===== src/core/pmc_pkg.sv =====
// Package with register map, field layout and widths of the monitoring counter bank
package pmc_pkg;
	localparam int ADDR_W = 9;
	localparam logic [8:0] OFS_FRM_LO = 9'h050;
	localparam logic [8:0] OFS_FRM_HI = 9'h051;
	localparam logic [8:0] OFS_CRC_LO = 9'h052;
	localparam logic [8:0] OFS_CRC_HI = 9'h053;
	localparam logic [8:0] OFS_LCV_LO = 9'h054;
	localparam logic [8:0] OFS_LCV_HI = 9'h055;
	localparam logic [8:0] OFS_FAR_LO = 9'h056;
	localparam logic [8:0] OFS_FAR_HI = 9'h057;
	localparam logic [8:0] OFS_PAT_LO = 9'h058;
	localparam logic [8:0] OFS_PAT_HI = 9'h059;
	localparam logic [8:0] OFS_ALM    = 9'h05a;
	localparam logic [8:0] OFS_SA4    = 9'h05b;
	localparam logic [8:0] OFS_SA5    = 9'h05c;
	localparam int FRM_W = 12;
	localparam int CRC_W = 10;
	localparam int LCV_W = 16;
	localparam int FAR_W = 10;
	localparam int PAT_W = 12;
	localparam int LOA_W = 4;
	localparam int COA_W = 2;
	localparam int SEF_W = 2;
	localparam int SA_W  = 8;
	// Overflow enable vector positions
	localparam int OV_FRM = 0;
	localparam int OV_CRC = 1;
	localparam int OV_LCV = 2;
	localparam int OV_FAR = 3;
	localparam int OV_PAT = 4;
	localparam int OV_LOA = 5;
	localparam int OV_COA = 6;
	localparam int OV_SEF = 7;
	localparam logic [7:0] RST_BYTE = 8'h00;
endpackage


===== src/core/pmc_counters.sv =====
// Receive performance monitoring counter bank and Sa4/Sa5 receive buffers
// Contract
// - Overflow enable set: counter wraps to zero past its maximum.
// - Overflow enable clear: counter saturates at all ones until cleared.
// - 12-bit framing error count; high byte read clears it when unlatched.
// - 10-bit CRC error count; high byte read clears it when unlatched.
// - 16-bit line violation count, excess zeros optional; high read clears.
// - 10-bit far-end block error count; any read clears when unlatched.
// - Pattern low read snapshots internal count, then zeroes internal counter.
// - Pattern high byte returns bits captured at last low read.
// - Pattern error counter counts only while test start is set.
// - One alarm register read clears all three alarm count fields.
// - Alarm bits 7:4 count loss of frame alignment occurrences.
// - Alarm bits 3:2 count reframe pulses to new bit position.
// - Alarm bits 1:0 count severely errored frame detections.
// - Sa buffers double-buffered, reloaded together at multiframe interrupt.
// - Buffer bit n holds Sa bit of odd frame 2n+1.
// - Visible Sa buffers stay stable between multiframe interrupts.
// - Loss count advances on rising edge of alignment loss status.
`timescale 1ns/100ps
`default_nettype none
module pmc_counters (
	// Clock and reset
	input  wire logic                      core_clk,
	input  wire logic                      resetn,
	// Processor register port
	input  wire logic [pmc_pkg::ADDR_W-1:0] reg_addr,
	input  wire logic                      reg_rd,
	output logic      [7:0]                reg_rdata,
	// Configuration
	input  wire logic [7:0]                counter_overflow_irq_enable,
	input  wire logic                      one_second_latch_active,
	input  wire logic                      one_second_tick,
	input  wire logic                      excess_zero_in_violation_count,
	input  wire logic                      pattern_test_start,
	input  wire logic                      e1_mode,
	// Error events from the receive domain, counted once per cycle high; frame_align_lost is a status level counted on its rising edge
	input  wire logic                      framing_bit_error,
	input  wire logic                      crc_error,
	input  wire logic                      bipolar_violation,
	input  wire logic                      excess_zero_event,
	input  wire logic                      far_block_error,
	input  wire logic                      pattern_bit_error,
	input  wire logic                      frame_align_lost,
	input  wire logic                      alignment_change,
	input  wire logic                      severe_frame_error,
	// Sa bit capture
	input  wire logic                      sa_bit_valid,
	input  wire logic [2:0]                sa_odd_frame_index,
	input  wire logic                      sa4_bit,
	input  wire logic                      sa5_bit,
	input  wire logic                      rx_multiframe_irq,
	// Overflow pulses toward the interrupt logic
	output logic      [7:0]                counter_overflow
);
	import pmc_pkg::*;

	// Increment with wrap or saturation; cleared value still takes the event
	function automatic logic [15:0] bump(input logic [15:0] cur, input logic [15:0] maxv,
		input logic ev, input logic clr, input logic wrap);
		logic [15:0] base;
		base = clr ? 16'h0000 : cur;
		if (!ev)
			bump = base;
		else if (base != maxv)
			bump = base + 16'h0001;
		else if (wrap)
			bump = 16'h0000;
		else
			bump = base;
	endfunction

	function automatic logic ovf(input logic [15:0] cur, input logic [15:0] maxv,
		input logic ev, input logic clr);
		ovf = ev && !clr && (cur == maxv);
	endfunction

	// Place one Sa bit at its odd-frame position, leaving the other positions untouched
	function automatic logic [SA_W-1:0] sa_put(input logic [SA_W-1:0] cur,
		input logic [SA_W-1:0] sel, input logic bit_in, input logic vld);
		sa_put = vld ? ((cur & ~sel) | ({SA_W{bit_in}} & sel)) : cur;
	endfunction

	logic [FRM_W-1:0] frm_ff;
	logic [CRC_W-1:0] crc_ff;
	logic [LCV_W-1:0] lcv_ff;
	logic [FAR_W-1:0] far_ff;
	logic [PAT_W-1:0] pat_ff;
	logic [PAT_W-1:0] pat_vis_ff;
	logic [LOA_W-1:0] loa_ff;
	logic [COA_W-1:0] coa_ff;
	logic [SEF_W-1:0] sef_ff;
	logic [FRM_W-1:0] frm_snap_ff;
	logic [CRC_W-1:0] crc_snap_ff;
	logic [LCV_W-1:0] lcv_snap_ff;
	logic [FAR_W-1:0] far_snap_ff;
	logic [7:0]       alm_snap_ff;
	logic             align_lost_d_ff;
	logic [SA_W-1:0]  sa4_work_ff;
	logic [SA_W-1:0]  sa5_work_ff;
	logic [SA_W-1:0]  sa4_vis_ff;
	logic [SA_W-1:0]  sa5_vis_ff;

	wire        rd_frm_hi = reg_rd && (reg_addr == OFS_FRM_HI);
	wire        rd_crc_hi = reg_rd && (reg_addr == OFS_CRC_HI);
	wire        rd_lcv_hi = reg_rd && (reg_addr == OFS_LCV_HI);
	wire        rd_far    = reg_rd && ((reg_addr == OFS_FAR_LO) || (reg_addr == OFS_FAR_HI));
	wire        rd_pat_lo = reg_rd && (reg_addr == OFS_PAT_LO);
	wire        rd_alm    = reg_rd && (reg_addr == OFS_ALM);
	// Frame, CRC, violation, far-end and alarm reads clear only while the one-second latch is off
	wire        clr_ok    = !one_second_latch_active;
	wire        clr_frm   = rd_frm_hi && clr_ok;
	wire        clr_crc   = rd_crc_hi && clr_ok;
	wire        clr_lcv   = rd_lcv_hi && clr_ok;
	wire        clr_far   = rd_far && clr_ok;
	wire        clr_alm   = rd_alm && clr_ok;
	// Pattern snapshot is a read side effect independent of the latch
	wire        clr_pat   = rd_pat_lo;

	wire        ev_lcv    = bipolar_violation || (excess_zero_in_violation_count
		&& excess_zero_event);
	wire        ev_far    = far_block_error && e1_mode;
	wire        ev_pat    = pattern_bit_error && pattern_test_start;
	wire        ev_loa    = frame_align_lost && !align_lost_d_ff;
	wire [7:0]  wrap      = counter_overflow_irq_enable;

	wire [15:0] frm16 = {4'h0, frm_ff};
	wire [15:0] crc16 = {6'h00, crc_ff};
	wire [15:0] far16 = {6'h00, far_ff};
	wire [15:0] pat16 = {4'h0, pat_ff};
	wire [15:0] loa16 = {12'h000, loa_ff};
	wire [15:0] coa16 = {14'h0000, coa_ff};
	wire [15:0] sef16 = {14'h0000, sef_ff};

	wire [15:0] nxt_frm = bump(frm16, 16'h0fff, framing_bit_error, clr_frm, wrap[OV_FRM]);
	wire [15:0] nxt_crc = bump(crc16, 16'h03ff, crc_error, clr_crc, wrap[OV_CRC]);
	wire [15:0] nxt_lcv = bump(lcv_ff, 16'hffff, ev_lcv, clr_lcv, wrap[OV_LCV]);
	wire [15:0] nxt_far = bump(far16, 16'h03ff, ev_far, clr_far, wrap[OV_FAR]);
	wire [15:0] nxt_pat = bump(pat16, 16'h0fff, ev_pat, clr_pat, wrap[OV_PAT]);
	wire [15:0] nxt_loa = bump(loa16, 16'h000f, ev_loa, clr_alm, wrap[OV_LOA]);
	wire [15:0] nxt_coa = bump(coa16, 16'h0003, alignment_change, clr_alm,
		wrap[OV_COA]);
	wire [15:0] nxt_sef = bump(sef16, 16'h0003, severe_frame_error, clr_alm,
		wrap[OV_SEF]);

	wire [7:0] nxt_ovf = {
		ovf(sef16, 16'h0003, severe_frame_error, clr_alm),
		ovf(coa16, 16'h0003, alignment_change, clr_alm),
		ovf(loa16, 16'h000f, ev_loa, clr_alm),
		ovf(pat16, 16'h0fff, ev_pat, clr_pat),
		ovf(far16, 16'h03ff, ev_far, clr_far),
		ovf(lcv_ff, 16'hffff, ev_lcv, clr_lcv),
		ovf(crc16, 16'h03ff, crc_error, clr_crc),
		ovf(frm16, 16'h0fff, framing_bit_error, clr_frm)};

	// Sa bit placed at position n for odd frame 2n+1
	wire [SA_W-1:0] sa_sel = SA_W'(1) << sa_odd_frame_index;
	wire [SA_W-1:0] nxt_sa4 = sa_put(sa4_work_ff, sa_sel, sa4_bit, sa_bit_valid);
	wire [SA_W-1:0] nxt_sa5 = sa_put(sa5_work_ff, sa_sel, sa5_bit, sa_bit_valid);

	// Counter views: live or one-second snapshot
	wire [FRM_W-1:0] frm_v = one_second_latch_active ? frm_snap_ff : frm_ff;
	wire [CRC_W-1:0] crc_v = one_second_latch_active ? crc_snap_ff : crc_ff;
	wire [LCV_W-1:0] lcv_v = one_second_latch_active ? lcv_snap_ff : lcv_ff;
	wire [FAR_W-1:0] far_v = one_second_latch_active ? far_snap_ff : far_ff;
	wire [7:0]       alm_v = one_second_latch_active ? alm_snap_ff
		: {loa_ff, coa_ff, sef_ff};
	// Pattern low read returns the count being captured in this very read
	wire [PAT_W-1:0] pat_lo_v = pat_ff;

	logic [7:0] nxt_rdata;
	always_comb begin
		unique case (reg_addr)
			OFS_FRM_LO: nxt_rdata = frm_v[7:0];
			OFS_FRM_HI: nxt_rdata = {4'h0, frm_v[11:8]};
			OFS_CRC_LO: nxt_rdata = crc_v[7:0];
			OFS_CRC_HI: nxt_rdata = {6'h00, crc_v[9:8]};
			OFS_LCV_LO: nxt_rdata = lcv_v[7:0];
			OFS_LCV_HI: nxt_rdata = lcv_v[15:8];
			OFS_FAR_LO: nxt_rdata = far_v[7:0];
			OFS_FAR_HI: nxt_rdata = {6'h00, far_v[9:8]};
			OFS_PAT_LO: nxt_rdata = pat_lo_v[7:0];
			OFS_PAT_HI: nxt_rdata = {4'h0, pat_vis_ff[11:8]};
			OFS_ALM:    nxt_rdata = alm_v;
			OFS_SA4:    nxt_rdata = sa4_vis_ff;
			OFS_SA5:    nxt_rdata = sa5_vis_ff;
			default:    nxt_rdata = RST_BYTE;
		endcase
	end

	// One register per counter keeps each read clear local to its own count
	always_ff @(posedge core_clk) begin
		if (!resetn)
			frm_ff <= '0;
		else
			frm_ff <= nxt_frm[FRM_W-1:0];
	end

	always_ff @(posedge core_clk) begin
		if (!resetn)
			crc_ff <= '0;
		else
			crc_ff <= nxt_crc[CRC_W-1:0];
	end

	always_ff @(posedge core_clk) begin
		if (!resetn)
			lcv_ff <= '0;
		else
			lcv_ff <= nxt_lcv;
	end

	always_ff @(posedge core_clk) begin
		if (!resetn)
			far_ff <= '0;
		else
			far_ff <= nxt_far[FAR_W-1:0];
	end

	// Internal pattern count; the visible copy only moves on a low-byte read
	always_ff @(posedge core_clk) begin
		if (!resetn) begin
			pat_ff <= '0;
			pat_vis_ff <= '0;
		end else begin
			pat_ff <= nxt_pat[PAT_W-1:0];
			if (rd_pat_lo)
				pat_vis_ff <= pat_ff;
		end
	end

	always_ff @(posedge core_clk) begin
		if (!resetn) begin
			loa_ff <= '0;
			coa_ff <= '0;
			sef_ff <= '0;
			align_lost_d_ff <= 1'b0;
		end else begin
			loa_ff <= nxt_loa[LOA_W-1:0];
			coa_ff <= nxt_coa[COA_W-1:0];
			sef_ff <= nxt_sef[SEF_W-1:0];
			align_lost_d_ff <= frame_align_lost;
		end
	end

	// Overflow pulse feeds the interrupt, one cycle after an event at the counter maximum
	always_ff @(posedge core_clk) begin
		if (!resetn)
			counter_overflow <= '0;
		else
			counter_overflow <= nxt_ovf;
	end

	// Snapshot taken on the tick; reads served from it never clear the live counts
	always_ff @(posedge core_clk) begin
		if (!resetn) begin
			frm_snap_ff <= '0;
			crc_snap_ff <= '0;
			lcv_snap_ff <= '0;
			far_snap_ff <= '0;
			alm_snap_ff <= '0;
		end else if (one_second_tick) begin
			frm_snap_ff <= frm_ff;
			crc_snap_ff <= crc_ff;
			lcv_snap_ff <= lcv_ff;
			far_snap_ff <= far_ff;
			alm_snap_ff <= {loa_ff, coa_ff, sef_ff};
		end
	end

	always_ff @(posedge core_clk) begin
		if (!resetn) begin
			sa4_work_ff <= '0;
			sa5_work_ff <= '0;
		end else begin
			sa4_work_ff <= nxt_sa4;
			sa5_work_ff <= nxt_sa5;
		end
	end

	// Both buffers swap together so software sees one consistent multiframe
	always_ff @(posedge core_clk) begin
		if (!resetn) begin
			sa4_vis_ff <= '0;
			sa5_vis_ff <= '0;
		end else if (rx_multiframe_irq) begin
			sa4_vis_ff <= nxt_sa4;
			sa5_vis_ff <= nxt_sa5;
		end
	end

	// Registered read data costs one cycle but keeps the address off any output path
	always_ff @(posedge core_clk) begin
		if (!resetn)
			reg_rdata <= RST_BYTE;
		else
			reg_rdata <= nxt_rdata;
	end
endmodule
`default_nettype wire


===== config.mk =====
export PLATFORM = sky130hd
export DESIGN_NAME = pmc_counters
export DESIGN_NICKNAME = d
export VERILOG_FILES = /design/src/core/pmc_pkg.sv /design/src/core/pmc_counters.sv
export SDC_FILE = /design/constraint.sdc
export NUM_CORES = 1
export LEC_CHECK = 0
export BUFFER_PORTS_ARGS = -buffer_cell sky130_fd_sc_hd__buf_4
export CAP_MARGIN = 25
export CORE_MARGIN = 4
export CORE_UTILIZATION = 50
export DETAILED_ROUTE_END_ITERATION = 10
export GPL_TIMING_DRIVEN = 1
export PLACE_DENSITY_LB_ADDON = 0.08
export SLEW_MARGIN = 25
export SYNTH_ARGS = -nofsm -noshare
export SYNTH_HDL_FRONTEND = slang
export SYNTH_SLANG_ARGS = --single-unit
export TNS_END_PERCENT = 10

===== constraint.sdc =====
create_clock -name core_clk -period 6.7 [get_ports core_clk]
set_input_delay 0 -clock core_clk [delete_from_list [all_inputs] [get_ports core_clk]]
set_output_delay 0 -clock core_clk [all_outputs]
set_load 0.02 [all_outputs]

==> results.sh <==
export IMPL_first_iter_violations=518
export IMPL_clock_latency_ps=430
export IMPL_syn_area_per_cell_um2=8.85
export IMPL_nFillCells=1593
export IMPL_drc_errors=0
export IMPL_die_x_um=142
export IMPL_grt_pass1_wl_um=38800
export IMPL_finish_instance_area_um2=10200
export IMPL_dp_hpwl_um=16400
export IMPL_ys_seq_area_share_pct=39.6
export IMPL_worst_slew_pin_slew_ps=996
export IMPL_drt_wirelength_per_cell_um=18.5
export IMPL_dieArea_um2=20100
export IMPL_max_vdd_ir_drop_mv=0.213
export IMPL_place_area_um2=9390
export IMPL_syn_nets=1060
export IMPL_rsz0062_at_grt="false"
export IMPL_final_setup_viol_count=0
export IMPL_portBuffers=56
export IMPL_netlist_area_um2=8960
export IMPL_relSlewSlack_pct=33.6
export IMPL_cts_htree_levels=4
export IMPL_nets=1095
export IMPL_fmax_ghz=0.313
export IMPL_crit_buf_inv=2
export IMPL_synthArstFlopShare_pct=0
export IMPL_min_path_type="in -> reg"
export IMPL_final_layout_size_suffix_gt1_share_pct=12.5
export IMPL_cts_buffer_depth=2
export IMPL_grt_overflow=0
export IMPL_max_stage_delay_ps=910
export IMPL_first_global_vias=7210
export IMPL_ant_nets=0
export IMPL_cp_max_fo=17
export IMPL_status="completed"
export IMPL_viasPerCell=6.11
export IMPL_synth_edf_count=0
export IMPL_place_congestion=0.892
export IMPL_layout_commonest_cell="dfxtp_1"
export IMPL_die_height_um=142
export IMPL_antenna_found_initial=0
export IMPL_grt_max_degree=62
export IMPL_track_usage_pct=24.0
export IMPL_synth_cell_types=75
export IMPL_register_area_um2=3540
export IMPL_final_cell_mix="177 x dfxtp_1, 129 x nor2_1, 100 x mux2i_1"
export IMPL_row_count=48
export IMPL_area_delta_synth_final_pct=14.1
export IMPL_end_kind="flop"
export IMPL_finalWirelength_um=23800
export IMPL_cts_tree="built"
export IMPL_numCtsBuffers=17
export IMPL_crit_slowest_cell="or4b_4"
export IMPL_coreArea_um2=17400
export IMPL_multi_input_area_um2=5060
export IMPL_cp_start_kind="primary input"
export IMPL_worstPathCellList="buf_4 > nand4bb_1 > or4b_4 > and2_1 > ha_1 > nand2_1 > nor2_1 > nand3b_2 > mux2_2 > a21oi_2 > dlygate4sd3_1"
export IMPL_hold_ws_ps=20.0
export IMPL_period_minus_slack_ps=3190
export IMPL_crit_type="in -> reg"
export IMPL_clock_sinks=177
export IMPL_first_pass_iters=5
export IMPL_vias=7844
export IMPL_postCtsSetupBuffers=0
export IMPL_path_clk_slew_ps=70
export IMPL_cellLeakagePower_nw=3.89
export IMPL_yosys_warnings=0
export IMPL_ys_seq_elements=177
export IMPL_antenna_cells=0
export IMPL_finalHoldViolCount=0
export IMPL_synthCells=1012
export IMPL_ys_flop_type="dfxtp_1"
export IMPL_drv_slew=0
export IMPL_initial_core_util_pct=51.4
export IMPL_fin_setup_tns_ps=0
export IMPL_critPathArrivalTime_ps=3570
export IMPL_crit_family="simple AND/OR/NAND/NOR gates"
export IMPL_root_buffer="clkbuf_16"
export IMPL_drv_cap=0
export IMPL_fin_worst_skew_ps=7.89
export IMPL_io_pins=57
export IMPL_finalCritPeriodShare_pct=47.6
export IMPL_p_per_area_nw_per_um2=227
export IMPL_cp_required_ps=7070
## synth_stat cells (8+ instances only)
cell type  instances  share of area [%]
a211oi_1          27                2.3
a21oi_1           38                2.1
a22o_1             8               0.78
a22oi_1           10               0.84
a31oi_1           12               0.84
and2_1            20                1.4
and4_1            10               0.98
buf_1              8               0.34
buf_2             20                1.1
clkbuf_1          32                1.3
dfxtp_1          177                 40
inv_1             19               0.80
mux2_2            13                1.6
mux2i_1          100                 11
mux4_2             9                2.3
nand2_1           77                3.2
nand2b_1          10               0.70
nand3_1           44                2.5
nand3b_1          10               0.84
nand4_1           22                1.5
nor2_1           129                5.4
nor2b_1           10               0.70
nor3_1            22                1.2
nor4_1             8               0.56
o21ai_0           26                1.5
o31ai_1           12                1.0
or3_1              9               0.63
## sequential cells by signal (all words and copies together) (netlist names), 4 cells and up
register,count
sa5_vis_ff,8
counter_overflow,8
far_ff,10
frm_ff,12
lcv_ff,16
pat_ff,12
reg_rdata,8
pat_vis_ff,4
sa5_work_ff,8
sa4_work_ff,8
sa4_vis_ff,8
loa_ff,4
far_snap_ff,10
frm_snap_ff,12
lcv_snap_ff,16
crc_snap_ff,10
alm_snap_ff,8
crc_ff,10
## path summary, 6_finish.rpt
kind                                   from             endpoint  slack [ps]  depth (start not counted)
worst max register to register    pat_ff[0]            pat_ff[5]        4200                          7
worst min-delay path                 resetn            loa_ff[3]          20                          3
worst min register to register    sef_ff[1]  counter_overflow[7]         480                          2
worst max-delay path            reg_addr[5]            crc_ff[7]        3510                         11
## what timing repair did
item | in CTS | in global routing
hold buffers | 21 | 0
gates resized for setup | 0 | 0
hold endpoints to repair | 67 | 0
## worst reg2reg max path: stages, from the launching register on
cell,delay (ps)
dfxtp_1,370
a21boi_0,340
ha_1,230
nand3_1,140
nor4_1,390
a21boi_2,600
nand3_1,160
a31oi_1,190
## cell type report
class	count	share of cell area (%)
Clock inverter	13	1.71
Multi-Input combinational cell	753	49.5
Tap cell	225	2.75
Sequential cell	177	34.7
Inverter	19	0.710
Timing Repair Buffer	79	6.32
Clock buffer	18	4.30
## metal layers
metal	part of all wire, %	track usage [%]
met3	5.6	4.31
met5	0	0
met4	3.0	8.28
met1	47	34.2
met2	44	36.6
## metrics by stage
| step | cells | utilization [%] | total power, mW | worst slack (ps) |
|---|---|---|---|---|
| finish | 1284 | 58.7 | 2.32 | 3510 |
| global route | 1284 | 58.7 | 2.40 | 3390 |
| CTS | 1284 | 58.6 | 2.34 | 3590 |
| detailed placement | 1232 | 53.9 | 1.29 | 3350 |
| global placement | 1232 | 53.9 | 1.29 | 3420 |
| floorplan | 1012 | - | 1.23 | 4170 |
## report_power, final
part,internal (mW),switching (mW),total (mW)
clock,0.603,0.441,1.04
sequential,1.07,0.0194,1.09
combinational,0.0767,0.109,0.185
total,1.75,0.570,2.32
## kinds of logic (layout without fill, tap and decap cells)
logic type	after synthesis	in the layout	share of synthesized area (%)
adders and majority gates	7	7	0.978
and+or+nand+nor	418	418	24.1
DFF	177	177	39.6
xor gates and xnor gates	5	5	0.489
AOI/OAI and AO/OA	201	201	15.9
muxes	122	122	15.1
buffers and inverters	82	129	3.97
No activity file was read; power rests on OpenSTA's default activity.
